===== src/hdl/osc_pkg.sv =====
// constants, enumerations and carriers of the operand shifter carry unit
package osc_pkg;

  // ----------------------------------------------------------------
  // widths
  // ----------------------------------------------------------------
  localparam int unsigned OSC_DW  = 32;
  localparam int unsigned OSC_CW  = 8;

  // ----------------------------------------------------------------
  // encoded immediate layout
  // ----------------------------------------------------------------
  localparam int unsigned OSC_IMM_ROT_HI  = 11;
  localparam int unsigned OSC_IMM_ROT_LO  = 7;
  localparam int unsigned OSC_IMM_PAT_HI  = 9;
  localparam int unsigned OSC_IMM_PAT_LO  = 8;
  localparam logic [1:0]  OSC_PAT_PLAIN   = 2'h0;
  localparam logic [1:0]  OSC_PAT_LOW2    = 2'h1;
  localparam logic [1:0]  OSC_PAT_HIGH2   = 2'h2;
  localparam logic [1:0]  OSC_PAT_ALL4    = 2'h3;

  // ----------------------------------------------------------------
  // shift encodings and limits
  // ----------------------------------------------------------------
  localparam logic [1:0]  OSC_SC_LEFT     = 2'h0;
  localparam logic [1:0]  OSC_SC_RIGHT    = 2'h1;
  localparam logic [1:0]  OSC_SC_ARITH    = 2'h2;
  localparam logic [1:0]  OSC_SC_ROT      = 2'h3;
  localparam logic [7:0]  OSC_FULL_SHIFT  = 8'h20;

  // ----------------------------------------------------------------
  // reset values and counter saturation limit
  // ----------------------------------------------------------------
  localparam logic        OSC_CARRY_RST   = 1'b0;
  localparam logic [7:0]  OSC_CNT_RST     = 8'h00;
  localparam logic [7:0]  OSC_CNT_MAX     = 8'hff;

  typedef enum logic [2:0] {
    OSC_SH_LEFT  = 3'h0,
    OSC_SH_RIGHT = 3'h1,
    OSC_SH_ARITH = 3'h2,
    OSC_SH_ROT   = 3'h3,
    OSC_SH_ROTX  = 3'h4
  } osc_shift_type;

  typedef enum logic [2:0] {
    OSC_BYTE  = 3'h0,
    OSC_HALF  = 3'h1,
    OSC_WORD  = 3'h2,
    OSC_DUAL  = 3'h3,
    OSC_MULTI = 3'h4
  } osc_size_type;

  typedef struct packed {
    osc_shift_type stype;
    logic [7:0]    amount;
  } osc_shift_type_amt_type;

  typedef struct packed {
    logic        valid;
    logic        use_imm;
    logic [11:0] imm12;
    logic [31:0] src;
    logic        by_reg;
    logic [1:0]  shift_code;
    logic [4:0]  imm5;
    logic [7:0]  amount_reg;
    logic        set_flags;
    logic        logical_op;
  } osc_req_type;

  typedef struct packed {
    logic         valid;
    logic [31:0]  addr;
    osc_size_type size;
    logic         single_ls;
  } osc_mem_type;

  typedef struct packed {
    logic        valid;
    logic [31:0] operand;
    logic        carry_upd;
  } osc_res_type;

  typedef struct packed {
    logic valid;
    logic aligned;
    logic fault;
    logic slow;
  } osc_mres_type;

  typedef struct packed {
    osc_res_type  res;
    osc_mres_type mres;
    logic         carry_flag;
    logic         pc_bad;
    logic [7:0]   fault_cnt;
    logic [7:0]   slow_cnt;
  } osc_state_type;

endpackage


===== src/hdl/osc_barrel.sv =====
// barrel shifter with shifter carry-out
`timescale 1ns/10ps
module osc_barrel (
  // operand
  input  wire logic [31:0]          i_src,
  input  wire osc_pkg::osc_shift_type i_stype,
  input  wire logic [7:0]           i_amount,
  input  wire logic                 i_carry_in,
  // result
  output logic [31:0]               o_result,
  output logic                      o_carry_out,
  output logic                      o_shifted
);

  logic [4:0]  m;
  logic [63:0] wide;
  logic [32:0] ext;

  always_comb begin
    m           = i_amount[4:0];
    wide        = 64'h0;
    ext         = 33'h0;
    o_result    = i_src;
    o_carry_out = i_carry_in;
    case (i_stype)
      osc_pkg::OSC_SH_LEFT: begin
        wide = {32'h0, i_src} << m;
        if (i_amount == 8'h00) begin
          o_result = i_src;
        end else if (i_amount < osc_pkg::OSC_FULL_SHIFT) begin
          o_result    = wide[31:0];
          o_carry_out = wide[32];
        end else if (i_amount == osc_pkg::OSC_FULL_SHIFT) begin
          o_result    = 32'h0;
          o_carry_out = i_src[0];
        end else begin
          o_result    = 32'h0;
          o_carry_out = 1'b0;
        end
      end
      osc_pkg::OSC_SH_RIGHT: begin
        ext = {i_src, 1'b0} >> m;
        if (i_amount == 8'h00) begin
          o_result = i_src;
        end else if (i_amount < osc_pkg::OSC_FULL_SHIFT) begin
          o_result    = ext[32:1];
          o_carry_out = ext[0];
        end else if (i_amount == osc_pkg::OSC_FULL_SHIFT) begin
          o_result    = 32'h0;
          o_carry_out = i_src[31];
        end else begin
          o_result    = 32'h0;
          o_carry_out = 1'b0;
        end
      end
      osc_pkg::OSC_SH_ARITH: begin
        ext = 33'($signed({i_src, 1'b0}) >>> m);
        if (i_amount == 8'h00) begin
          o_result = i_src;
        end else if (i_amount < osc_pkg::OSC_FULL_SHIFT) begin
          o_result    = ext[32:1];
          o_carry_out = ext[0];
        end else begin
          o_result    = {32{i_src[31]}};
          o_carry_out = i_src[31];
        end
      end
      osc_pkg::OSC_SH_ROT: begin
        wide = {i_src, i_src} >> m;
        if (i_amount == 8'h00) begin
          o_result = i_src;
        end else begin
          o_result    = wide[31:0];
          o_carry_out = wide[31];
        end
      end
      osc_pkg::OSC_SH_ROTX: begin
        o_result    = {i_carry_in, i_src[31:1]};
        o_carry_out = i_src[0];
      end
      default: begin
        o_result = i_src;
      end
    endcase
    o_shifted = (i_stype == osc_pkg::OSC_SH_ROTX) || (i_amount != 8'h00);
  end

endmodule


===== src/hdl/osc_unit.sv =====
// operand shifter carry unit: second operand, shifter carry, alignment check
`timescale 1ns/10ps
module osc_unit (
  // clock and reset
  input  wire logic                  i_clk,
  input  wire logic                  i_srst,
  // operand request
  input  wire osc_pkg::osc_req_type  i_op,
  // carry written by other datapath parts
  input  wire logic                  i_carry_wr,
  input  wire logic                  i_carry_val,
  // memory access check
  input  wire osc_pkg::osc_mem_type  i_mem,
  input  wire logic                  i_unaligned_trap_enable,
  // program counter load check
  input  wire logic                  i_pc_load_valid,
  input  wire logic [31:0]           i_pc_load_addr,
  // operand result
  output osc_pkg::osc_res_type       o_res,
  output logic                       o_carry_flag,
  // memory check result
  output osc_pkg::osc_mres_type      o_mres,
  output logic                       o_pc_load_bad,
  // status counters
  output logic [7:0]                 o_fault_count,
  output logic [7:0]                 o_unaligned_count
);

  // ----------------------------------------------------------------
  // functions
  // ----------------------------------------------------------------

  // expand the 12-bit encoded immediate
  function automatic logic [31:0] expand_imm(input logic [11:0] imm);
    logic [7:0]  xy;
    logic [4:0]  rot;
    logic [63:0] w;
    xy  = imm[7:0];
    rot = imm[osc_pkg::OSC_IMM_ROT_HI:osc_pkg::OSC_IMM_ROT_LO];
    w   = 64'h0;
    if (imm[11:10] == 2'h0) begin
      case (imm[osc_pkg::OSC_IMM_PAT_HI:osc_pkg::OSC_IMM_PAT_LO])
        osc_pkg::OSC_PAT_PLAIN: expand_imm = {24'h0, xy};
        osc_pkg::OSC_PAT_LOW2:  expand_imm = {8'h0, xy, 8'h0, xy};
        osc_pkg::OSC_PAT_HIGH2: expand_imm = {xy, 8'h0, xy, 8'h0};
        osc_pkg::OSC_PAT_ALL4:  expand_imm = {xy, xy, xy, xy};
        default:                expand_imm = {24'h0, xy};
      endcase
    end else begin
      // byte of a one above imm[6:0], zero-extended and rotated right by the 5-bit count
      w          = {24'h0, 1'b1, imm[6:0], 24'h0, 1'b1, imm[6:0]} >> rot;
      expand_imm = w[31:0];
    end
  endfunction

  // the shifted-byte form is the only one that yields a carry
  function automatic logic imm_is_shifted(input logic [11:0] imm);
    imm_is_shifted = (imm[11:10] != 2'h0);
  endfunction

  // decode the shift field of a register operand
  function automatic osc_pkg::osc_shift_type_amt_type decode_shift(
    input logic       by_reg,
    input logic [1:0] code,
    input logic [4:0] imm5,
    input logic [7:0] amt_reg
  );
    osc_pkg::osc_shift_type_amt_type d;
    d.stype  = osc_pkg::OSC_SH_LEFT;
    d.amount = {3'h0, imm5};
    case (code)
      osc_pkg::OSC_SC_LEFT:  d.stype = osc_pkg::OSC_SH_LEFT;
      osc_pkg::OSC_SC_RIGHT: d.stype = osc_pkg::OSC_SH_RIGHT;
      osc_pkg::OSC_SC_ARITH: d.stype = osc_pkg::OSC_SH_ARITH;
      osc_pkg::OSC_SC_ROT:   d.stype = osc_pkg::OSC_SH_ROT;
      default:               d.stype = osc_pkg::OSC_SH_LEFT;
    endcase
    if (by_reg) begin
      d.amount = amt_reg;
    end else if (imm5 == 5'h00) begin
      case (code)
        osc_pkg::OSC_SC_RIGHT: d.amount = osc_pkg::OSC_FULL_SHIFT;
        osc_pkg::OSC_SC_ARITH: d.amount = osc_pkg::OSC_FULL_SHIFT;
        osc_pkg::OSC_SC_ROT:   d.stype  = osc_pkg::OSC_SH_ROTX;
        default:               d.amount = 8'h00;
      endcase
    end
    decode_shift = d;
  endfunction

  // alignment of an access
  function automatic logic is_aligned(
    input osc_pkg::osc_size_type sz,
    input logic [1:0]            a
  );
    case (sz)
      osc_pkg::OSC_BYTE:  is_aligned = 1'b1;
      osc_pkg::OSC_HALF:  is_aligned = (a[0] == 1'b0);
      osc_pkg::OSC_WORD:  is_aligned = (a == 2'h0);
      osc_pkg::OSC_DUAL:  is_aligned = (a == 2'h0);
      osc_pkg::OSC_MULTI: is_aligned = (a == 2'h0);
      default:            is_aligned = (a == 2'h0);
    endcase
  endfunction

  // only single word and halfword transfers may run unaligned
  function automatic logic may_unalign(
    input osc_pkg::osc_size_type sz,
    input logic                  single_ls
  );
    may_unalign = single_ls &&
                  ((sz == osc_pkg::OSC_WORD) || (sz == osc_pkg::OSC_HALF));
  endfunction

  // saturating event counter
  function automatic logic [7:0] sat_inc(input logic [7:0] c, input logic ev);
    if (ev && (c != osc_pkg::OSC_CNT_MAX)) begin
      sat_inc = c + 8'h01;
    end else begin
      sat_inc = c;
    end
  endfunction

  // ----------------------------------------------------------------
  // state
  // ----------------------------------------------------------------
  osc_pkg::osc_state_type state_ff;
  osc_pkg::osc_state_type nxt_state;

  // ----------------------------------------------------------------
  // shifter
  // ----------------------------------------------------------------
  osc_pkg::osc_shift_type_amt_type sh_dec;
  logic [31:0]                     sh_result;
  logic                            sh_carry;
  logic                            sh_shifted;

  assign sh_dec = decode_shift(i_op.by_reg, i_op.shift_code, i_op.imm5, i_op.amount_reg);

  osc_barrel u_barrel (
    .i_src       (i_op.src),
    .i_stype     (sh_dec.stype),
    .i_amount    (sh_dec.amount),
    .i_carry_in  (state_ff.carry_flag),
    .o_result    (sh_result),
    .o_carry_out (sh_carry),
    .o_shifted   (sh_shifted)
  );

  // ----------------------------------------------------------------
  // operand and carry decision
  // ----------------------------------------------------------------
  logic [31:0] imm_val;
  logic [31:0] operand;
  logic        upd_carry;
  logic        new_carry;

  always_comb begin
    imm_val   = expand_imm(i_op.imm12);
    upd_carry = 1'b0;
    new_carry = state_ff.carry_flag;
    if (i_op.use_imm) begin
      operand = imm_val;
      if (i_op.set_flags && i_op.logical_op && imm_is_shifted(i_op.imm12)) begin
        upd_carry = 1'b1;
        new_carry = imm_val[31];
      end
    end else begin
      operand = sh_result;
      if (i_op.set_flags && i_op.logical_op && sh_shifted) begin
        upd_carry = 1'b1;
        new_carry = sh_carry;
      end
    end
  end

  // ----------------------------------------------------------------
  // alignment check
  // ----------------------------------------------------------------
  logic m_aligned;
  logic m_fault;
  logic m_slow;

  always_comb begin
    m_aligned = is_aligned(i_mem.size, i_mem.addr[1:0]);
    m_fault   = 1'b0;
    m_slow    = 1'b0;
    if (i_mem.valid && !m_aligned) begin
      if (i_unaligned_trap_enable) begin
        m_fault = 1'b1;
      end else if (!may_unalign(i_mem.size, i_mem.single_ls)) begin
        m_fault = 1'b1;
      end else begin
        m_slow = 1'b1;
      end
    end
  end

  // ----------------------------------------------------------------
  // next state
  // ----------------------------------------------------------------
  always_comb begin
    nxt_state = state_ff;

    nxt_state.res.valid     = i_op.valid;
    nxt_state.res.carry_upd = i_op.valid && upd_carry;
    if (i_op.valid) begin
      nxt_state.res.operand = operand;
    end

    // shifter carry wins over a write from another datapath part
    if (i_op.valid && upd_carry) begin
      nxt_state.carry_flag = new_carry;
    end else if (i_carry_wr) begin
      nxt_state.carry_flag = i_carry_val;
    end

    nxt_state.mres.valid = i_mem.valid;
    if (i_mem.valid) begin
      nxt_state.mres.aligned = m_aligned;
    end
    nxt_state.mres.fault = m_fault;
    nxt_state.mres.slow  = m_slow;

    nxt_state.pc_bad = i_pc_load_valid && !i_pc_load_addr[0];

    nxt_state.fault_cnt = sat_inc(state_ff.fault_cnt, m_fault);
    nxt_state.slow_cnt  = sat_inc(state_ff.slow_cnt, m_slow);
  end

  // ----------------------------------------------------------------
  // registers
  // ----------------------------------------------------------------
  always_ff @(posedge i_clk) begin
    if (i_srst) begin
      state_ff.res.valid     <= 1'b0;
      state_ff.res.operand   <= 32'h0;
      state_ff.res.carry_upd <= 1'b0;
      state_ff.mres.valid    <= 1'b0;
      state_ff.mres.aligned  <= 1'b1;
      state_ff.mres.fault    <= 1'b0;
      state_ff.mres.slow     <= 1'b0;
      state_ff.carry_flag    <= osc_pkg::OSC_CARRY_RST;
      state_ff.pc_bad        <= 1'b0;
      state_ff.fault_cnt     <= osc_pkg::OSC_CNT_RST;
      state_ff.slow_cnt      <= osc_pkg::OSC_CNT_RST;
    end else begin
      state_ff <= nxt_state;
    end
  end

  // ----------------------------------------------------------------
  // outputs
  // ----------------------------------------------------------------
  assign o_res             = state_ff.res;
  assign o_carry_flag      = state_ff.carry_flag;
  assign o_mres            = state_ff.mres;
  assign o_pc_load_bad     = state_ff.pc_bad;
  assign o_fault_count     = state_ff.fault_cnt;
  assign o_unaligned_count = state_ff.slow_cnt;

endmodule


===== config.mk =====
export PLATFORM = sky130hd
export DESIGN_NAME = osc_unit
export DESIGN_NICKNAME = d
export VERILOG_FILES = /design/src/hdl/osc_pkg.sv /design/src/hdl/osc_barrel.sv /design/src/hdl/osc_unit.sv
export SDC_FILE = /design/constraint.sdc
export NUM_CORES = 1
export LEC_CHECK = 0
export ABC_AREA = 1
export BUFFER_PORTS_ARGS = -buffer_cell sky130_fd_sc_hd__clkbuf_2
export CORE_UTILIZATION = 45
export CTS_CLUSTER_DIAMETER = 100
export DETAILED_ROUTE_END_ITERATION = 8
export GPL_ROUTABILITY_DRIVEN = 0
export HOLD_SLACK_MARGIN = 0.06
export PLACE_DENSITY = 0.81
export REMOVE_ABC_BUFFERS = 1
export SYNTH_ARGS = -nofsm -noshare
export SYNTH_HDL_FRONTEND = slang
export SYNTH_SLANG_ARGS = --single-unit

===== constraint.sdc =====
create_clock -name i_clk -period 2.48 [get_ports i_clk]
set_input_delay 0.744 -clock i_clk [delete_from_list [all_inputs] [get_ports i_clk]]
set_output_delay 0.744 -clock i_clk [all_outputs]
set_load 0.02 [all_outputs]

==> results of run 1 <==
-- cell families after synthesis --
group                    after synthesis  synth area share
AO/OA/AOI/OAI                        260             0.156
XOR/XNOR                               1          0.000940
adder cells (fa/ha/maj)                6           0.00806
buffers and inverters                260             0.118
flip-flops                            56             0.120
multiplexers                           3           0.00322
AND/OR/NAND/NOR                     1274             0.593
-- per-layer routing --
metal,global-route usage,GRT overflow
met2,0.970,267
met5,0.691,7
met1,0.824,28
met3,0.761,15
met4,0.834,120
-- repair_timing --
action	in CTS
cloned	1
resized for setup	41
setup endpoints to repair	31
setup buffers	7
pin swaps	5
endpoints found under the hold margin	0
-- per-stage QoR --
| stage | setup WS (ns) | hold slack, ns |
|---|---|---|
| global placement | -0.341 | 0.455 |
| floorplan | -1.71 | 0.539 |
| CTS | -0.00575 | 0.468 |
| detailed placement | -0.422 | 0.458 |
==> out/metrics.csv, run 1 <==
stage;metric;value;unit
sta;worst_endpoint;o_res[7]$_SDFFE_PP0P_/D;
placed_design;numPortBuffers;133;
synth;syn_inst;1860;
synth;yosysTopAreaCell;nand2_1;
outcome;status;stopped before the end;
floorplan;rows;52;
synth;synthArstFlopShare;0;
synth;synthTopCellsByCount;nand2_1 (699), nand3_1 (419), inv_1 (135);
grt;track_usage;0.849;
sta;worstEpCategory;register input;
synth;syn_area_per_cell;5.01;um^2
clocking;h-tree-depth;2;
clocking;hold_buffers;0;
floorplan;start_util;0.460;
synth;synth-seq-area-share;0.120;
clocking;cts.path.max_buffers;2;
synth;netlist.area_leader.share;0.282;
placed_design;dpl.hpwl;33600;um
synth;ys_types;47;
synth;synth_edf_count;0;
outcome;haltStage;5_1_grt;
floorplan;die_y;146;um
placed_design;placed_cells;2371;
synth;syn_area;0.00932;mm^2
synth;synth_ff_type;dfxtp_1;
synth;synth.area.top_cells;nand2_1 (28%), nand3_1 (23%), dfxtp_1 (12%), inv_1 (5.4%), a21oi_1 (5.2%);
floorplan;die_w;146;um
outcome;tool.error;[ERROR GRT-0232] Routing congestion too high. Check the congestion heatmap in the GUI.;
placed_design;place_area;0.0117;mm^2
floorplan;ios;195;
grt;grt_start_max_net_pins;57;
clocking;cts_buffers;5;
synth;ys_ff_latch;56;
clocking;clock-sinks;56;
clocking;cts-root-buf;clkbuf_16;
grt;overflow;437;
synth;yosysMostFrequentCell;nand2_1;
synth;ys_warn_count;0;
==> run 2: changes to the inputs <==
- CORE_UTILIZATION: 45 -> 30
- CTS_CLUSTER_DIAMETER: 100 -> not set
- HOLD_SLACK_MARGIN: 0.06 -> not set
- PLACE_DENSITY: 0.81 -> not set
- PLACE_DENSITY_LB_ADDON: not set -> 0.15
- clock period: 2.48 -> 3.2 ns (I/O delays scaled with it)
==> run 2 against run 1 <==
Effect of this change: the flow now finishes without violations; synthesized cell count stayed put; area after synthesis unchanged.
==> out/metrics.csv, run 2 <==
stage;metric;value;unit
outcome;status;completed;
sta;period_share;0.964;
setup_path;r2r_cells;14;
grt;first_global_vias;12000;
setup_path;worstReg2RegEnd;o_unaligned_count[4];
setup_path;path_max_fanout;14;
floorplan;die_w;178;um
power;p_leak;5.83;nW
clocking;postCtsSetupBuffers;0;
setup_path;reg2reg_from;o_unaligned_count[1];
clocking;h-tree-depth;2;
setup_path;cp_slowest_cell;buf_4;
sta;rsz0062_at_grt;false;
routing;drt-total-wl;46300;um
grt;grt_start_max_net_pins;69;
clocking;path_clk_slew;0.07;ns
clocking;clock-sinks;56;
routing;drtIter0Drc;1826;
setup_path;critPathLaunchType;primary input;
setup_path;crit_chain;clkbuf_2, buf_12, nand2_4, nand2_4, buf_4, nand2_1, nand3_1, nand3_1, nand3_1, nand2_1, nand2_1, nand3_1, nand2_1, nand3_1, nand2_1, nand2_1, nand2_1, a21oi_1;
setup_path;crit_path_end_kind;flop;
routing;viasPerCell;5.53;
sta;fmax;0.324;GHz
setup_path;critPathKind;primary input to flop;
final_layout;multi_input_area;0.00711;mm^2
synth;ys_types;47;
sta;worst_slew_pin_slew;0.618;ns
clocking;cts.path.max_buffers;2;
final_layout;layout_commonest_cell;nand2_1;
placed_design;pre_cts_ws;-0.0844;ns
synth;synthArstFlopShare;0;
floorplan;die-area;0.0318;mm^2
sta;skew;0.00291;ns
synth;synth.area.top_cells;nand2_1 (28%), nand3_1 (23%), dfxtp_1 (12%), inv_1 (5.4%), a21oi_1 (5.2%);
floorplan;core_region_area;0.0306;mm^2
placed_design;place_area;0.0111;mm^2
setup_path;crit_path_end;o_res[27];
floorplan;die_y;178;um
synth;synth_edf_count;0;
clocking;cts_buffers;5;
clocking;insertion_delay;0.29;ns
routing;avgRoutedWirePerCell;19.2;um
synth;syn_area_per_cell;5.01;um^2
final_layout;fin_nets;2152;
final_layout;syn_to_final_growth;20.3;%
final_layout;layout_common_cells;nand2_1 (698), nand3_1 (419), inv_1 (135);
synth;netlist.area_leader.share;0.282;
setup_path;cp.required;3.42;ns
power;vdd_ir_drop_max;0.197;mV
routing;final_antenna_net_count;0;
sta;relSlewSlack;0.586;
sta;postLayoutSetupSlackWorst;0.116;ns
clocking;cts_tree;built;
synth;yosysTopAreaCell;nand2_1;
grt;grt_pass1_wl;70200;um
setup_path;arrival;3.31;ns
grt;overflow;0;
clocking;cts-root-buf;clkbuf_16;
synth;syn_inst;1860;
synth;ys_warn_count;0;
clocking;cts_resized;0;
routing;via_count;13300;
synth;yosysMostFrequentCell;nand2_1;
final_layout;antennaDiodeCount;0;
setup_path;crit_start;i_op[17];
synth;synth-seq-area-share;0.120;
synth;synth_ff_type;dfxtp_1;
placed_design;numPortBuffers;133;
floorplan;ios;195;
floorplan;rows;64;
grt;antenna_found_initial;0;
synth;synthTopCellsByCount;nand2_1 (699), nand3_1 (419), inv_1 (135);
synth;syn_area;0.00932;mm^2
power;power.total;3.26;mW
sta;setup_viol;0;
grt;track_usage;0.288;
sta;hold_violations;0;
final_layout;n_fill_cell;3564;
synth;ys_ff_latch;56;
final_layout;largest_reg_flops;34;
setup_path;cp_slowest_stage_delay;0.22;ns
routing;drc;0;
setup_path;crit_path_frequent_cell;nand2_1;
final_layout;fin_area;0.0112;mm^2
setup_path;r2r_slack;1.15;ns
floorplan;start_util;0.305;
placed_design;dpl.hpwl;37000;um
min_path;hold_class;flop to flop;
sta;fin_crit;3.08;ns
sta;final_max_slew_viol_count;0;
clocking;hold_buffers;0;
final_layout;layout-drive-gt1-share;0.149;
routing;dr.pass1.iters;8;
final_layout;seq_area;0.00112;mm^2
power;pwr_density_cell;291;mW/mm^2
job;drv_cap;0;
[run 2: cell counts after synthesis]
Identical to the previous run, type by type.
[run 2: through the flow]
stage / utilization / std cells / hold slack [ns] / setup TNS (ns)
detailed placement: 0.362 / 2396 / 0.456 / -0.315
global route: 0.366 / 2404 / 0.482 / 0
global placement: 0.362 / 2396 / 0.453 / -0.244
CTS: 0.366 / 2404 / 0.468 / 0
floorplan: - / 1752 / 0.539 / -37.16
finish: 0.366 / 2404 / 0.466 / 0
[run 2: layer usage]
metal | GRT usage | vias up | routed length, um | part of all wire
met5 | 0 | - | 0 | 0
met4 | 0.114 | 0 | 2110 | 0.046
met3 | 0.0586 | 125 | 4850 | 0.10
met2 | 0.427 | 725 | 19300 | 0.42
met1 | 0.404 | 5988 | 20000 | 0.43
li1 | - | 6455 | - | -
[run 2: how the worst min path moves through the flow]
stage	startpoint	to	slack, ns	depth (start not counted)
detailed placement	o_res[12]	o_res[12]	0.46	2
global placement	o_res[23]	o_res[23]	0.45	2
CTS	o_res[12]	o_res[12]	0.47	2
global route	o_res[21]	o_res[21]	0.48	2
floorplan	o_res[10]	o_res[10]	0.54	2
finish	o_res[5]	o_res[5]	0.47	2
[run 2: cell type report]
class	instances	area share
Timing Repair Buffer	248	0.158
Multi-Input combinational cell	1544	0.634
Tap cell	396	0.0442
Clock inverter	3	0.00167
Sequential cell	56	0.100
Clock buffer	5	0.0112
Inverter	152	0.0510
[run 2: logic make-up (layout without fill, tap and decap cells)]
family | count (synthesis) | count (layout) | share of synthesized area
xor+xnor | 1 | 1 | 0.000940
fa+ha+maj | 6 | 6 | 0.00806
mux | 3 | 3 | 0.00322
simple gates | 1274 | 1274 | 0.593
flops | 56 | 56 | 0.120
compound gates | 260 | 260 | 0.156
buf+inv | 260 | 408 | 0.118
[run 2: power breakdown]
| part | leakage (nW) | internal [mW] | switching [mW] |
|---|---|---|---|
| Clock | 0.0736 | 0.289 | 0.250 |
| Sequential | 0.458 | 0.732 | 0.0190 |
| Combinational | 5.30 | 0.633 | 1.34 |
[run 2: worst max-delay path, delay by kind of cell]
family,cells,cell delay (ns)
and+or+nand+nor,14,1.69
buffers and inverters,3,0.51
AOI/OAI and AO/OA,1,0.13
No activity file was read; power rests on OpenSTA's default activity.
